--- config.mk ---
export PLATFORM = sky130hd
export DESIGN_NAME = isr_readout
export DESIGN_NICKNAME = d
export VERILOG_FILES = /design/src/hdl/isr_pkg.sv /design/src/hdl/isr_buf_if.sv /design/src/hdl/isr_buf.sv /design/src/hdl/isr_readout.sv
export SDC_FILE = /design/constraint.sdc
export NUM_CORES = 1
export LEC_CHECK = 0
export ABC_AREA = 1
export BUFFER_PORTS_ARGS = -buffer_cell sky130_fd_sc_hd__buf_2
export CORE_MARGIN = 2
export CORE_UTILIZATION = 40
export DETAILED_ROUTE_END_ITERATION = 10
export HOLD_SLACK_MARGIN = 0.15
export MAX_ROUTING_LAYER = met4
export PLACE_DENSITY = 0.66
export SLEW_MARGIN = 15
export SYNTH_ARGS = -nofsm -noshare
export SYNTH_HDL_FRONTEND = slang
export SYNTH_SLANG_ARGS = --single-unit
export TNS_END_PERCENT = 30
--- constraint.sdc ---
create_clock -name ref_clk -period 2.85 [get_ports ref_clk]
set_input_delay 0.57 -clock ref_clk [delete_from_list [all_inputs] [get_ports ref_clk]]
set_output_delay 0.57 -clock ref_clk [all_outputs]
set_load 0.02 [all_outputs]
--- src/hdl/isr_pkg.sv ---
// Behaviour
// - Select clock source when power-on reset ends
// - Pull-up during reset; high pin selects internal
// - Clock and output high while converting
// - Clock and output low at conversion done
// - Sleep half clock period, then transfer
// - Sample input on every rising edge
// - Change output on every falling edge
// - After 32nd rise, start new conversion
// - Pull-up off whenever clock pin low, except in reset or while a sleep probe sees chip select high
// - Chip select rise with clock low, then a fall in sleep, exits mode
// - Short chip-select pulse in sleep re-enables pull-up
// - Received word applies to next conversion
// - First rise follows a chip-select fall in sleep by the probe delay plus one clock period
package isr_pkg;
  localparam int unsigned CLK_HZ = 200_000_000;
  localparam int unsigned POR_US = 4000;
  localparam int unsigned POR_CYC = POR_US * (CLK_HZ / 1_000_000);
  localparam int unsigned PROBE_US = 12;
  localparam int unsigned PROBE_CYC = PROBE_US * (CLK_HZ / 1_000_000);
  localparam int unsigned HALF_SCK_CYC = 16;
  localparam int unsigned CONV_CYC = 1000;
  localparam int unsigned FRAME_BITS = 32;
  localparam int unsigned RES_BITS = 31;
  localparam int unsigned CFG_BITS = 16;
  localparam int unsigned CNT_W = 24;
  localparam int unsigned BIT_W = 6;
endpackage

--- src/hdl/isr_buf_if.sv ---
`timescale 1ns/1ps
`default_nettype none
interface isr_buf_if;
  logic in_valid;
  logic in_ready;
  logic [30:0] in_data;
  logic out_valid;
  logic out_ready;
  logic [30:0] out_data;
  modport src (output in_valid, output in_data, input in_ready, input out_valid, input out_data, output out_ready);
  modport buf_side (input in_valid, input in_data, output in_ready, output out_valid, output out_data, input out_ready);
endinterface
`default_nettype wire

--- src/hdl/isr_buf.sv ---
`timescale 1ns/1ps
`default_nettype none
module isr_buf
  import isr_pkg::*;
(
  // Clock and reset
  input wire logic ref_clk,
  input wire logic resetn,
  // Stream
  isr_buf_if.buf_side bus
);
  logic [30:0] mem_r [2];
  logic wr_r;
  logic rd_r;
  logic [1:0] cnt_r;
  logic push;
  logic pop;
  assign bus.in_ready = (cnt_r != 2'h2);
  assign bus.out_valid = (cnt_r != 2'h0);
  assign bus.out_data = mem_r[rd_r];
  assign push = bus.in_valid && bus.in_ready;
  assign pop = bus.out_valid && bus.out_ready;
  always_ff @(posedge ref_clk) begin
    if (push) begin
      mem_r[wr_r] <= bus.in_data;
    end
  end
  always_ff @(posedge ref_clk) begin
    if (!resetn) begin
      wr_r <= 1'b0;
      rd_r <= 1'b0;
      cnt_r <= 2'h0;
    end else begin
      if (push) begin
        wr_r <= ~wr_r;
      end
      if (pop) begin
        rd_r <= ~rd_r;
      end
      cnt_r <= 2'(cnt_r + {1'b0, push} - {1'b0, pop});
    end
  end
  property p_no_over;
    @(posedge ref_clk) disable iff (!resetn) (cnt_r == 2'h2 && !pop) |=> cnt_r == 2'h2;
  endproperty
  a_no_over: assert property (p_no_over) else $error("buffer lost a word");
endmodule
`default_nettype wire

--- src/hdl/isr_readout.sv ---
`timescale 1ns/1ps
`default_nettype none
module isr_readout
  import isr_pkg::*;
#(
  parameter int unsigned POR_CYCLES = POR_CYC,
  parameter int unsigned PROBE_CYCLES = PROBE_CYC,
  parameter int unsigned CONV_CYCLES = CONV_CYC
) (
  // Clock and reset
  input wire logic ref_clk,
  input wire logic resetn,
  // Serial pins
  input wire logic sck_in,
  output logic sck_out,
  output logic sck_oe,
  output logic sck_pullup_en,
  input wire logic cs_n_in,
  input wire logic sdi_in,
  output logic sdo_out,
  // Converter side
  input wire logic [30:0] result_data,
  input wire logic result_valid,
  output logic result_ready,
  output logic [15:0] cfg_word,
  output logic cfg_valid,
  output logic internal_mode,
  output logic converting
);
  typedef enum logic [4:0] {
    ST_POR = 5'h01, ST_CONV = 5'h02, ST_SLEEP = 5'h04, ST_XFER = 5'h08, ST_EXT = 5'h10
  } isr_state_t;
  isr_state_t st_r;
  logic [CNT_W-1:0] cnt_r;
  logic [BIT_W-1:0] bit_r;
  logic phase_r;
  logic [31:0] sh_r;
  logic [15:0] in_r;
  logic [15:0] pend_r;
  logic pend_v_r;
  logic [1:0] sck_s_r;
  logic [1:0] cs_s_r;
  logic [1:0] sdi_s_r;
  logic cs_d_r;
  logic stuck_r;
  logic probe_r;
  logic [CNT_W-1:0] probe_cnt_r;
  logic half_tick;
  isr_buf_if bif ();
  isr_buf u_buf (
    .ref_clk(ref_clk),
    .resetn(resetn),
    .bus(bif.buf_side)
  );
  assign bif.in_valid = result_valid;
  assign bif.in_data = result_data;
  assign result_ready = bif.in_ready;
  assign bif.out_ready = (st_r == ST_CONV) && (cnt_r >= CNT_W'(CONV_CYCLES));
  assign half_tick = (cnt_r == CNT_W'(HALF_SCK_CYC - 1));
  assign internal_mode = (st_r != ST_POR) && (st_r != ST_EXT);
  assign converting = (st_r == ST_CONV);
  always_ff @(posedge ref_clk) begin
    if (!resetn) begin
      sck_s_r <= 2'h3;
      cs_s_r <= 2'h3;
      sdi_s_r <= 2'h0;
      cs_d_r <= 1'b1;
    end else begin
      sck_s_r <= {sck_s_r[0], sck_in};
      cs_s_r <= {cs_s_r[0], cs_n_in};
      sdi_s_r <= {sdi_s_r[0], sdi_in};
      cs_d_r <= cs_s_r[1];
    end
  end
  // Pull-up on during reset and while a probe sees chip select high, else off while pin reads low
  always_ff @(posedge ref_clk) begin
    if (!resetn) begin
      sck_pullup_en <= 1'b1;
    end else if (st_r == ST_POR) begin
      sck_pullup_en <= 1'b1;
    end else if (probe_r && cs_s_r[1]) begin
      sck_pullup_en <= 1'b1;
    end else if (!sck_s_r[1]) begin
      sck_pullup_en <= 1'b0;
    end else begin
      sck_pullup_en <= 1'b1;
    end
  end
  // Chip select rise while clock held low leaves pin low
  always_ff @(posedge ref_clk) begin
    if (!resetn) begin
      stuck_r <= 1'b0;
    end else if (cs_s_r[1] && !cs_d_r && !sck_out) begin
      stuck_r <= 1'b1;
    end else if (!cs_s_r[1] && sck_s_r[1]) begin
      stuck_r <= 1'b0;
    end
  end
  // Status probe in sleep
  always_ff @(posedge ref_clk) begin
    if (!resetn) begin
      probe_r <= 1'b0;
      probe_cnt_r <= '0;
    end else if (st_r == ST_SLEEP && !cs_s_r[1] && cs_d_r) begin
      probe_r <= 1'b1;
      probe_cnt_r <= '0;
    end else if (probe_r) begin
      probe_cnt_r <= CNT_W'(probe_cnt_r + 1'b1);
      if (cs_s_r[1] || probe_cnt_r >= CNT_W'(PROBE_CYCLES - 1)) begin
        probe_r <= 1'b0;
      end
    end
  end
  // Main sequencer
  always_ff @(posedge ref_clk) begin
    if (!resetn) begin
      st_r <= ST_POR;
      cnt_r <= '0;
      bit_r <= '0;
      phase_r <= 1'b0;
      sh_r <= '1;
      in_r <= '0;
      sck_out <= 1'b1;
      sck_oe <= 1'b0;
      sdo_out <= 1'b1;
    end else begin
      unique case (st_r)
        ST_POR: begin
          cnt_r <= CNT_W'(cnt_r + 1'b1);
          if (cnt_r >= CNT_W'(POR_CYCLES - 1)) begin
            cnt_r <= '0;
            st_r <= sck_s_r[1] ? ST_CONV : ST_EXT;
            sck_oe <= sck_s_r[1];
          end
        end
        ST_CONV: begin
          sck_out <= 1'b1;
          sdo_out <= 1'b1;
          if (cnt_r < CNT_W'(CONV_CYCLES)) begin
            cnt_r <= CNT_W'(cnt_r + 1'b1);
          end else if (bif.out_valid) begin
            sh_r <= {1'b0, bif.out_data};
            sck_out <= 1'b0;
            sdo_out <= 1'b0;
            cnt_r <= '0;
            st_r <= ST_SLEEP;
          end
        end
        ST_SLEEP: begin
          cnt_r <= CNT_W'(cnt_r + 1'b1);
          if (stuck_r && !cs_s_r[1] && cs_d_r) begin
            st_r <= ST_EXT;
            sck_oe <= 1'b0;
          end else if (probe_r) begin
            // Sleep timing restarts once the probe has ended
            cnt_r <= '0;
          end else if (half_tick) begin
            cnt_r <= '0;
            bit_r <= '0;
            phase_r <= 1'b0;
            sh_r <= {sh_r[30:0], 1'b1};
            st_r <= ST_XFER;
          end
        end
        ST_XFER: begin
          cnt_r <= CNT_W'(cnt_r + 1'b1);
          if (half_tick) begin
            cnt_r <= '0;
            phase_r <= ~phase_r;
            if (!phase_r) begin
              sck_out <= 1'b1;
              in_r <= {in_r[14:0], sdi_s_r[1]};
              bit_r <= BIT_W'(bit_r + 1'b1);
              if (bit_r == BIT_W'(FRAME_BITS - 1)) begin
                // Last bit holds past the 32nd rise; the conversion state raises it
                st_r <= ST_CONV;
              end
            end else begin
              sck_out <= 1'b0;
              sdo_out <= sh_r[31];
              sh_r <= {sh_r[30:0], 1'b1};
            end
          end
        end
        ST_EXT: begin
          sck_oe <= 1'b0;
        end
        default: st_r <= ST_POR;
      endcase
    end
  end
  // Word latched at the 16th rise, applied at the 32nd, used only from the next conversion
  always_ff @(posedge ref_clk) begin
    if (!resetn) begin
      pend_r <= '0;
      pend_v_r <= 1'b0;
      cfg_word <= '0;
      cfg_valid <= 1'b0;
    end else begin
      cfg_valid <= 1'b0;
      if (st_r == ST_XFER && half_tick && !phase_r && bit_r == BIT_W'(CFG_BITS - 1)) begin
        pend_r <= {in_r[14:0], sdi_s_r[1]};
        pend_v_r <= 1'b1;
      end
      if (st_r == ST_XFER && half_tick && !phase_r && bit_r == BIT_W'(FRAME_BITS - 1) && pend_v_r) begin
        cfg_word <= pend_r;
        cfg_valid <= 1'b1;
        pend_v_r <= 1'b0;
      end
    end
  end
  property p_conv_high;
    @(posedge ref_clk) disable iff (!resetn) $rose(converting) |-> ##1 (sck_out && sdo_out)[*4];
  endproperty
  a_conv_high: assert property (p_conv_high) else $error("clock or data low in conversion");
  property p_done_low;
    @(posedge ref_clk) disable iff (!resetn) (st_r == ST_CONV) ##1 (st_r == ST_SLEEP) |-> !sck_out && !sdo_out;
  endproperty
  a_done_low: assert property (p_done_low) else $error("done not signalled low");
  property p_sleep_len;
    @(posedge ref_clk) disable iff (!resetn) $rose(st_r == ST_SLEEP) |-> (st_r == ST_SLEEP)[*8] ##1 (st_r == ST_SLEEP)[*8];
  endproperty
  a_sleep_len: assert property (p_sleep_len) else $error("sleep too short");
  property p_end_frame;
    @(posedge ref_clk) disable iff (!resetn) (st_r == ST_XFER && bit_r == 6'h1F && half_tick && !phase_r) |=> converting;
  endproperty
  a_end_frame: assert property (p_end_frame) else $error("no conversion after 32nd rise");
  property p_pullup_off;
    @(posedge ref_clk) disable iff (!resetn) (!sck_s_r[1] && st_r != ST_POR && !probe_r && !cs_s_r[1]) |=> !sck_pullup_en;
  endproperty
  a_pullup_off: assert property (p_pullup_off) else $error("pull-up on with clock low");
  property p_por_pull;
    @(posedge ref_clk) disable iff (!resetn) (st_r == ST_POR) |=> sck_pullup_en;
  endproperty
  a_por_pull: assert property (p_por_pull) else $error("pull-up off during power-on");
  property p_sdo_fall;
    @(posedge ref_clk) disable iff (!resetn) (st_r == ST_XFER && $changed(sdo_out)) |-> $fell(sck_out);
  endproperty
  a_sdo_fall: assert property (p_sdo_fall) else $error("output changed off falling edge");
  property p_cfg_once;
    @(posedge ref_clk) disable iff (!resetn) cfg_valid |=> converting && !cfg_valid;
  endproperty
  a_cfg_once: assert property (p_cfg_once) else $error("word applied outside boundary");
endmodule
`default_nettype wire

==> impl_metrics.tcl, run 1 <==
set metrics [dict create \
    hold_violations 0 \
    core_um2 23500 \
    die_height_um 159 \
    power.switching_uw 1970 \
    cp_cell_sequence "ha_1 -> nand3_1 -> nor2_1 -> nor2b_2 -> nand2_2 -> inv_2 -> nand3_2 -> nand3_1 -> o21ai_1" \
    wl_met3_um 780 \
    p_seq_share_pct 47.3 \
    start_util_pct 40.8 \
    top_layer_used "met4" \
    period_minus_slack_ns 2.33 \
    ys_types 44 \
    met2WireLength_um 9360 \
    critical_path.top_delay_family "simple AND/OR/NAND/NOR gates" \
    cp-endpoint "cfg_word[10]" \
    comb_power_share_pct 11.9 \
    crit_path_max_incr_delay_ns 0.35 \
    synth_area_um2 9600 \
    r2r_start "cnt_r[0]" \
    stdcell_count 1579 \
    grt_max_degree 73 \
    n_antenna_cell 0 \
    power.share.clock_pct 40.8 \
    netlist_instances 1192 \
    vias 7639 \
    tightest_slew_ns 1.03 \
    drv_cap 0 \
    synth_seq_area_share_pct 52.5 \
    postCtsHoldBufs 0 \
    cts_root_buf "clkbuf_16" \
    cp.depth 9 \
    route.detailed.drc 0 \
    gp_congestion 0.867 \
    track_usage_pct 16.4 \
    power_density_nw_per_um2 687 \
    cts_setup_buffers 0 \
    clock_sinks 221 \
    status "complete, no violations" \
    critical_path_class "flop to flop" \
    yosys_warnings 0 \
    cts_tree "done" \
    insertion_delay_ns 0.54 \
    synth_area_per_cell_um2 8.06 \
    r2r_setup_slack_ns 0.52 \
    report.power.total_uw 7530 \
    fin_worst_skew_ns 0.0265 \
    dieArea_um2 25300 \
    required_ns 3.23 \
    tns_ns 0 \
    crit_path_start "cnt_r[0]" \
    grt_pass1_wl_um 34300 \
    synthFlopType "dfxtp_1" \
    htreeDepth 1 \
    setup_violations 0 \
    maxSlewViolCount 0 \
    intPower_uw 5560 \
    routedWlPerCell_um 12.7 \
    synth_edf_count 62 \
    min_period_over_period_pct 81.7 \
    hpwlAfterDp_um 13000 \
    swShare_pct 26.2 \
    placedCellCount 1536 \
    hold_class "primary input to flop" \
    first_iter_violations 389 \
    p_leak_uw 0.00446 \
    nets 1286 \
    antenna_found_initial 0 \
    peakVddDrop_mv 0.506 \
    wl_met1_um 9540 \
    crit_path_end_kind "flop" \
    syn_nets 1235 \
    fmax_mhz 430 \
    overflow 0 \
    rr_endpoint "cfg_word[10]" \
    async_reset_ff_share_pct 0 \
    cts_max_path_buffers 3 \
    die_x_um 159 \
    drive_above_1_share_pct 11.7 \
    syn_to_final_growth_pct 14.0 \
    rsz0062_at_grt "false" \
    cpMostUsedCell "nand3_1" \
    cts_resized 0 \
    vias_per_cell 4.84 \
    arrival_ns 2.71 \
    grt_pass1_vias 7158 \
    slowest_stage "dfxtp_1" \
    drtAntennaViolNets 0 \
    relSlewSlack_pct 31.1 \
    cts_made_buffers 24 \
    rows 56 \
    worstPathMaxFanout 26 \
    routed_wirelength_um 20100 \
    numPortBuffers 60 \
    synth-seq-cells 221 \
    clkTransAtPathRegs_ns 0.06 \
    pin_count 61 \
    drtPass1Iterations 4 \
    cp.buffers_inverters 1 \
    r2r_cells 9 \
    critPathLaunchType "flop" \
]
[layout make-up]
cell class | count | area (um2)
fillers | 2371 | 12600
flip-flops and latches | 221 | 5040
multi-input cells | 806 | 3870
clock buffers | 33 | 668
inverters | 118 | 445
well taps | 319 | 399
repair buffers | 72 | 393
clock inverters | 10 | 129
[worst min-delay path, cell delays in order]
cell	delay, ns
buf_2	0.08
nand2_1	0.04
inv_1	0.04
[power by group through the flow]
stage	clock network [uW]	registers [uW]	logic, uW
floorplan	0	3620	690
global placement	0	3620	883
detailed placement	0	3620	893
CTS	3150	3560	897
global route	3280	3580	1020
finish	3070	3560	893
[synthesized netlist by cell type, drive strengths merged (2+ instances only)]
master / number / area share, %
and3: 3 / 0.20
nand3b: 2 / 0.16
edfxtp: 62 / 19
inv: 117 / 4.6
dfxtp: 159 / 33
o21a: 3 / 0.23
a21oi: 57 / 3.1
ha: 6 / 0.78
o21bai: 2 / 0.16
or2: 6 / 0.39
buf: 24 / 1.7
o211ai: 2 / 0.21
a31oi: 33 / 2.1
nor2: 169 / 7.2
nand2: 250 / 10
nor3b: 4 / 0.31
nor3: 14 / 0.73
o21ai: 74 / 3.9
xnor2: 4 / 0.36
nand4: 16 / 1.0
clkbuf: 23 / 0.90
nor4: 7 / 0.46
xor2: 13 / 1.2
nand3: 137 / 7.4
[cells by family (layout without fill, tap and decap cells)]
family	count (synthesis)	count (layout)	synth area share, %
compound gates	174	174	9.97
xor+xnor	17	17	1.55
fa+ha+maj	6	6	0.782
buf+inv	165	233	7.20
flops	221	221	52.5
simple gates	609	609	28.0
[state kept, by name, summed over array words and instances, names as in the netlist, 2 cells and up, named ones only]
register / flops
in_r: 15
pend_r: 16
sck_s_r: 2
cs_s_r: 2
st_r: 5
u_buf.cnt_r: 2
bit_r: 6
u_buf.mem_r: 62
sh_r: 32
probe_cnt_r: 24
cnt_r: 24
sdi_s_r: 2
cfg_word: 16
[metrics by stage]
stage	utilization, %	setup WS, ns	hold slack [ns]	instance area (um2)
after floorplan	-	0.430	0.390	9600
after global placement	43.1	0.613	0.400	10200
after detailed placement	43.1	0.562	0.399	10200
after CTS	46.5	0.542	0.196	11000
after global routing	46.5	0.193	0.207	11000
final	46.5	0.523	0.219	11000
[worst min-delay path by stage]
| stage | from | end | slack (ns) | cells after the start |
|---|---|---|---|---|
| detailed placement | sck_s_r[0] | sck_s_r[1] | 0.40 | 1 |
| finish | sdi_in | sdi_s_r[0] | 0.22 | 3 |
| global placement | cs_s_r[0] | cs_s_r[1] | 0.40 | 1 |
| global route | result_data[2] | u_buf.mem_r[0][2] | 0.21 | 1 |
| CTS | sdi_in | sdi_s_r[0] | 0.20 | 3 |
| floorplan | sdi_s_r[0] | sdi_s_r[1] | 0.39 | 2 |
[cells in the final DEF (no fill, tap or decap), drive strengths merged]
| cell | instances |
|---|---|
| clkinvlp | 1 |
| nand4 | 16 |
| clkinv | 7 |
| nor3 | 14 |
| clkbuf | 33 |
| a31oi | 33 |
| and3 | 3 |
| o21a | 3 |
| o21bai | 2 |
| bufinv | 2 |
| a21o | 1 |
| o211ai | 2 |
| o2111ai | 1 |
| xor2 | 13 |
| edfxtp | 62 |
| nor2 | 169 |
| dfxtp | 159 |
| o21ai | 74 |
| o211a | 1 |
| nand2 | 250 |
| inv | 118 |
| nor3b | 4 |
| nand3b | 2 |
| xnor2 | 4 |
| or2 | 6 |
| nand3 | 137 |
| nor2b | 1 |
| ha | 6 |
| nor4 | 7 |
| buf | 72 |
| a21oi | 57 |
[metal layers]
metal  GRT usage, %  vias up
li1               -     4051
met1           20.7     3435
met2           28.0      119
met3           2.58       34
met4           3.80        0
met5              -        -
Power figures use the tool's default switching activity.
==> run 2, diff against run 1 <==
--- a/config.mk
+++ b/config.mk
@@ -12,7 +12,7 @@
 export DETAILED_ROUTE_END_ITERATION = 10
 export HOLD_SLACK_MARGIN = 0.15
 export MAX_ROUTING_LAYER = met4
-export PLACE_DENSITY = 0.66
+export PLACE_DENSITY = 0.69
 export SLEW_MARGIN = 15
 export SYNTH_ARGS = -nofsm -noshare
 export SYNTH_HDL_FRONTEND = slang
==> constraint.sdc (replaced) <==
create_clock -name ref_clk -period 2.1 [get_ports ref_clk]
set_input_delay 0.42 -clock ref_clk [delete_from_list [all_inputs] [get_ports ref_clk]]
set_output_delay 0.42 -clock ref_clk [all_outputs]
set_load 0.02 [all_outputs]
==> run 2 against run 1 <==
Net effect:
- core utilization rose by 2.9 points
- final cell count rose by 3.5%
- non-clock buffer count rose by 54
- via count rose by 6.0%
- clock skew fell by 0.0013 ns
==> impl_metrics.tcl, run 2 (synthesis results as in run 1) <==
set metrics [dict create \
    power.share.clock_pct 40.1 \
    hold_violations 0 \
    track_usage_pct 17.0 \
    grt_max_degree 108 \
    cp.buffers_inverters 2 \
    cp_cell_sequence "ha_2 -> nand3_1 -> nor2_1 -> nand3_1 -> nand2_2 -> nand2_2 -> a21oi_4 -> buf_4 -> buf_12 -> nand3_1 -> nand3_1" \
    cts_max_path_buffers 3 \
    cts_made_buffers 24 \
    mostFrequentLayoutCells "242 x nand2_1, 156 x dfxtp_1, 154 x nor2_1, 132 x nand3_1, 109 x inv_1" \
    route.detailed.drc 0 \
    core_um2 23500 \
    critical_path_class "flop to flop" \
    critPathLaunchType "flop" \
    largest_reg_flops 62 \
    tightest_slew_ns 0.483 \
    htreeDepth 1 \
    start_util_pct 40.8 \
    maxSlewViolCount 0 \
    hold_slack_ns 0.412 \
    relSlewSlack_pct 67.8 \
    gp_congestion 0.877 \
    dieArea_um2 25300 \
    p_seq_share_pct 46.5 \
    fin_worst_skew_ns 0.0252 \
    hpwlAfterDp_um 12900 \
    arrival_ns 2.47 \
    swShare_pct 26.3 \
    hold_class "flop to flop" \
    first_iter_violations 490 \
    pin_count 61 \
    intPower_uw 7670 \
    critical_path.top_delay_family "simple AND/OR/NAND/NOR gates" \
    rows 56 \
    layout_commonest_cell "nand2_1" \
    overflow 0 \
    grt_pass1_vias 7490 \
    drtPass1Iterations 6 \
    power_density_nw_per_um2 895 \
    cpMostUsedCell "nand3_1" \
    met1_usage_pct 21.5 \
    grt_pass1_wl_um 35400 \
    n_antenna_cell 0 \
    syn_to_final_growth_pct 21.1 \
    setup_violations 0 \
    period_minus_slack_ns 2.00 \
    p_leak_uw 0.00474 \
    crit_path_end_kind "flop" \
    vias_per_cell 4.95 \
    post_dp_cell_area_um2 10300 \
    power.switching_uw 2740 \
    crit_path_max_incr_delay_ns 0.35 \
    largest_registers "u_buf.mem_r: 62 flops, sh_r: 32 flops" \
    use_met3_pct 2.45 \
    rsz0062_at_grt "true" \
    cts_root_buf "clkbuf_16" \
    die_height_um 159 \
    slowest_stage "dfxtp_1" \
    drive_above_1_share_pct 14.1 \
    routed_wirelength_um 21300 \
    final_core_util_pct 49.4 \
    drtAntennaViolNets 0 \
    insertion_delay_ns 0.53 \
    peakVddDrop_mv 0.801 \
    drv_cap 0 \
    nets 1341 \
    dp_slack_ns 0.0891 \
    cts_tree "done" \
    final.setup.worst_slack_ns 0.0971 \
    numPortBuffers 60 \
    tns_ns 0 \
    vias 8094 \
    worstPathMaxFanout 32 \
    die_x_um 159 \
    comb_power_share_pct 13.4 \
    routedWlPerCell_um 13.0 \
    status "complete, no violations" \
    min_period_over_period_pct 95.4 \
    fmax_mhz 499 \
    final_area_um2 11600 \
    grtUsageMet2_pct 28.2 \
    clkTransAtPathRegs_ns 0.06 \
    clock_sinks 221 \
    antenna_found_initial 0 \
    busiest_layer "met2" \
    regMostFlops "u_buf.mem_r" \
    required_ns 2.57 \
]
[run 2: area by class of cell]
cell class | count | area (um2)
well taps | 319 | 399
repair buffers | 126 | 961
clock inverters | 6 | 61.3
inverters | 118 | 452
fillers | 2244 | 11900
flip-flops and latches | 221 | 5050
multi-input cells | 807 | 3950
clock buffers | 37 | 751
[run 2: what timing repair did]
item / in CTS / in global routing
setup endpoints to repair: 1 / 89
hold endpoints to repair: 65 / 0
cloned: 0 / 1
setup buffers: 0 / 5
hold buffers: 34 / 0
resized for setup: 5 / 22
pin swaps: 0 / 5
[run 2: worst min-delay path, stage by stage (launching register included)]
cell     delay [ns]
dfxtp_1        0.30
nand2_1        0.04
inv_1          0.04
[run 2: path summary, 6_finish.rpt]
check | start | end | slack, ns | depth (start not counted)
worst max-delay path | cnt_r[0] | sh_r[14] | 0.1 | 11
worst min-delay path | sdi_s_r[0] | sdi_s_r[1] | 0.41 | 2
worst max register to register | cnt_r[0] | sh_r[14] | 0.1 | 11
worst min register to register | sdi_s_r[0] | sdi_s_r[1] | 0.41 | 2
[run 2: power by group through the flow]
stage	Combinational (uW)	Sequential, uW	Clock [uW]
CTS	1360	4840	4270
floorplan	938	4910	0
global placement	1260	4920	0
detailed placement	1290	4920	0
finish	1390	4840	4180
global route	1580	4870	4450
[run 2: per-stage QoR]
stage | std cells | power (uW)
6_report | 1634 | 10400
2_1_floorplan | 1192 | 5850
5_1_grt | 1634 | 10900
3_3_place_gp | 1551 | 6180
3_5_place_dp | 1551 | 6210
4_1_cts | 1628 | 10500
[run 2: routing by layer]
metal	part of all wire, %	vias up
li1	-	4168
met1	46	3710
met2	48	182
met3	4.3	34
met4	2.1	0
met5	0	-
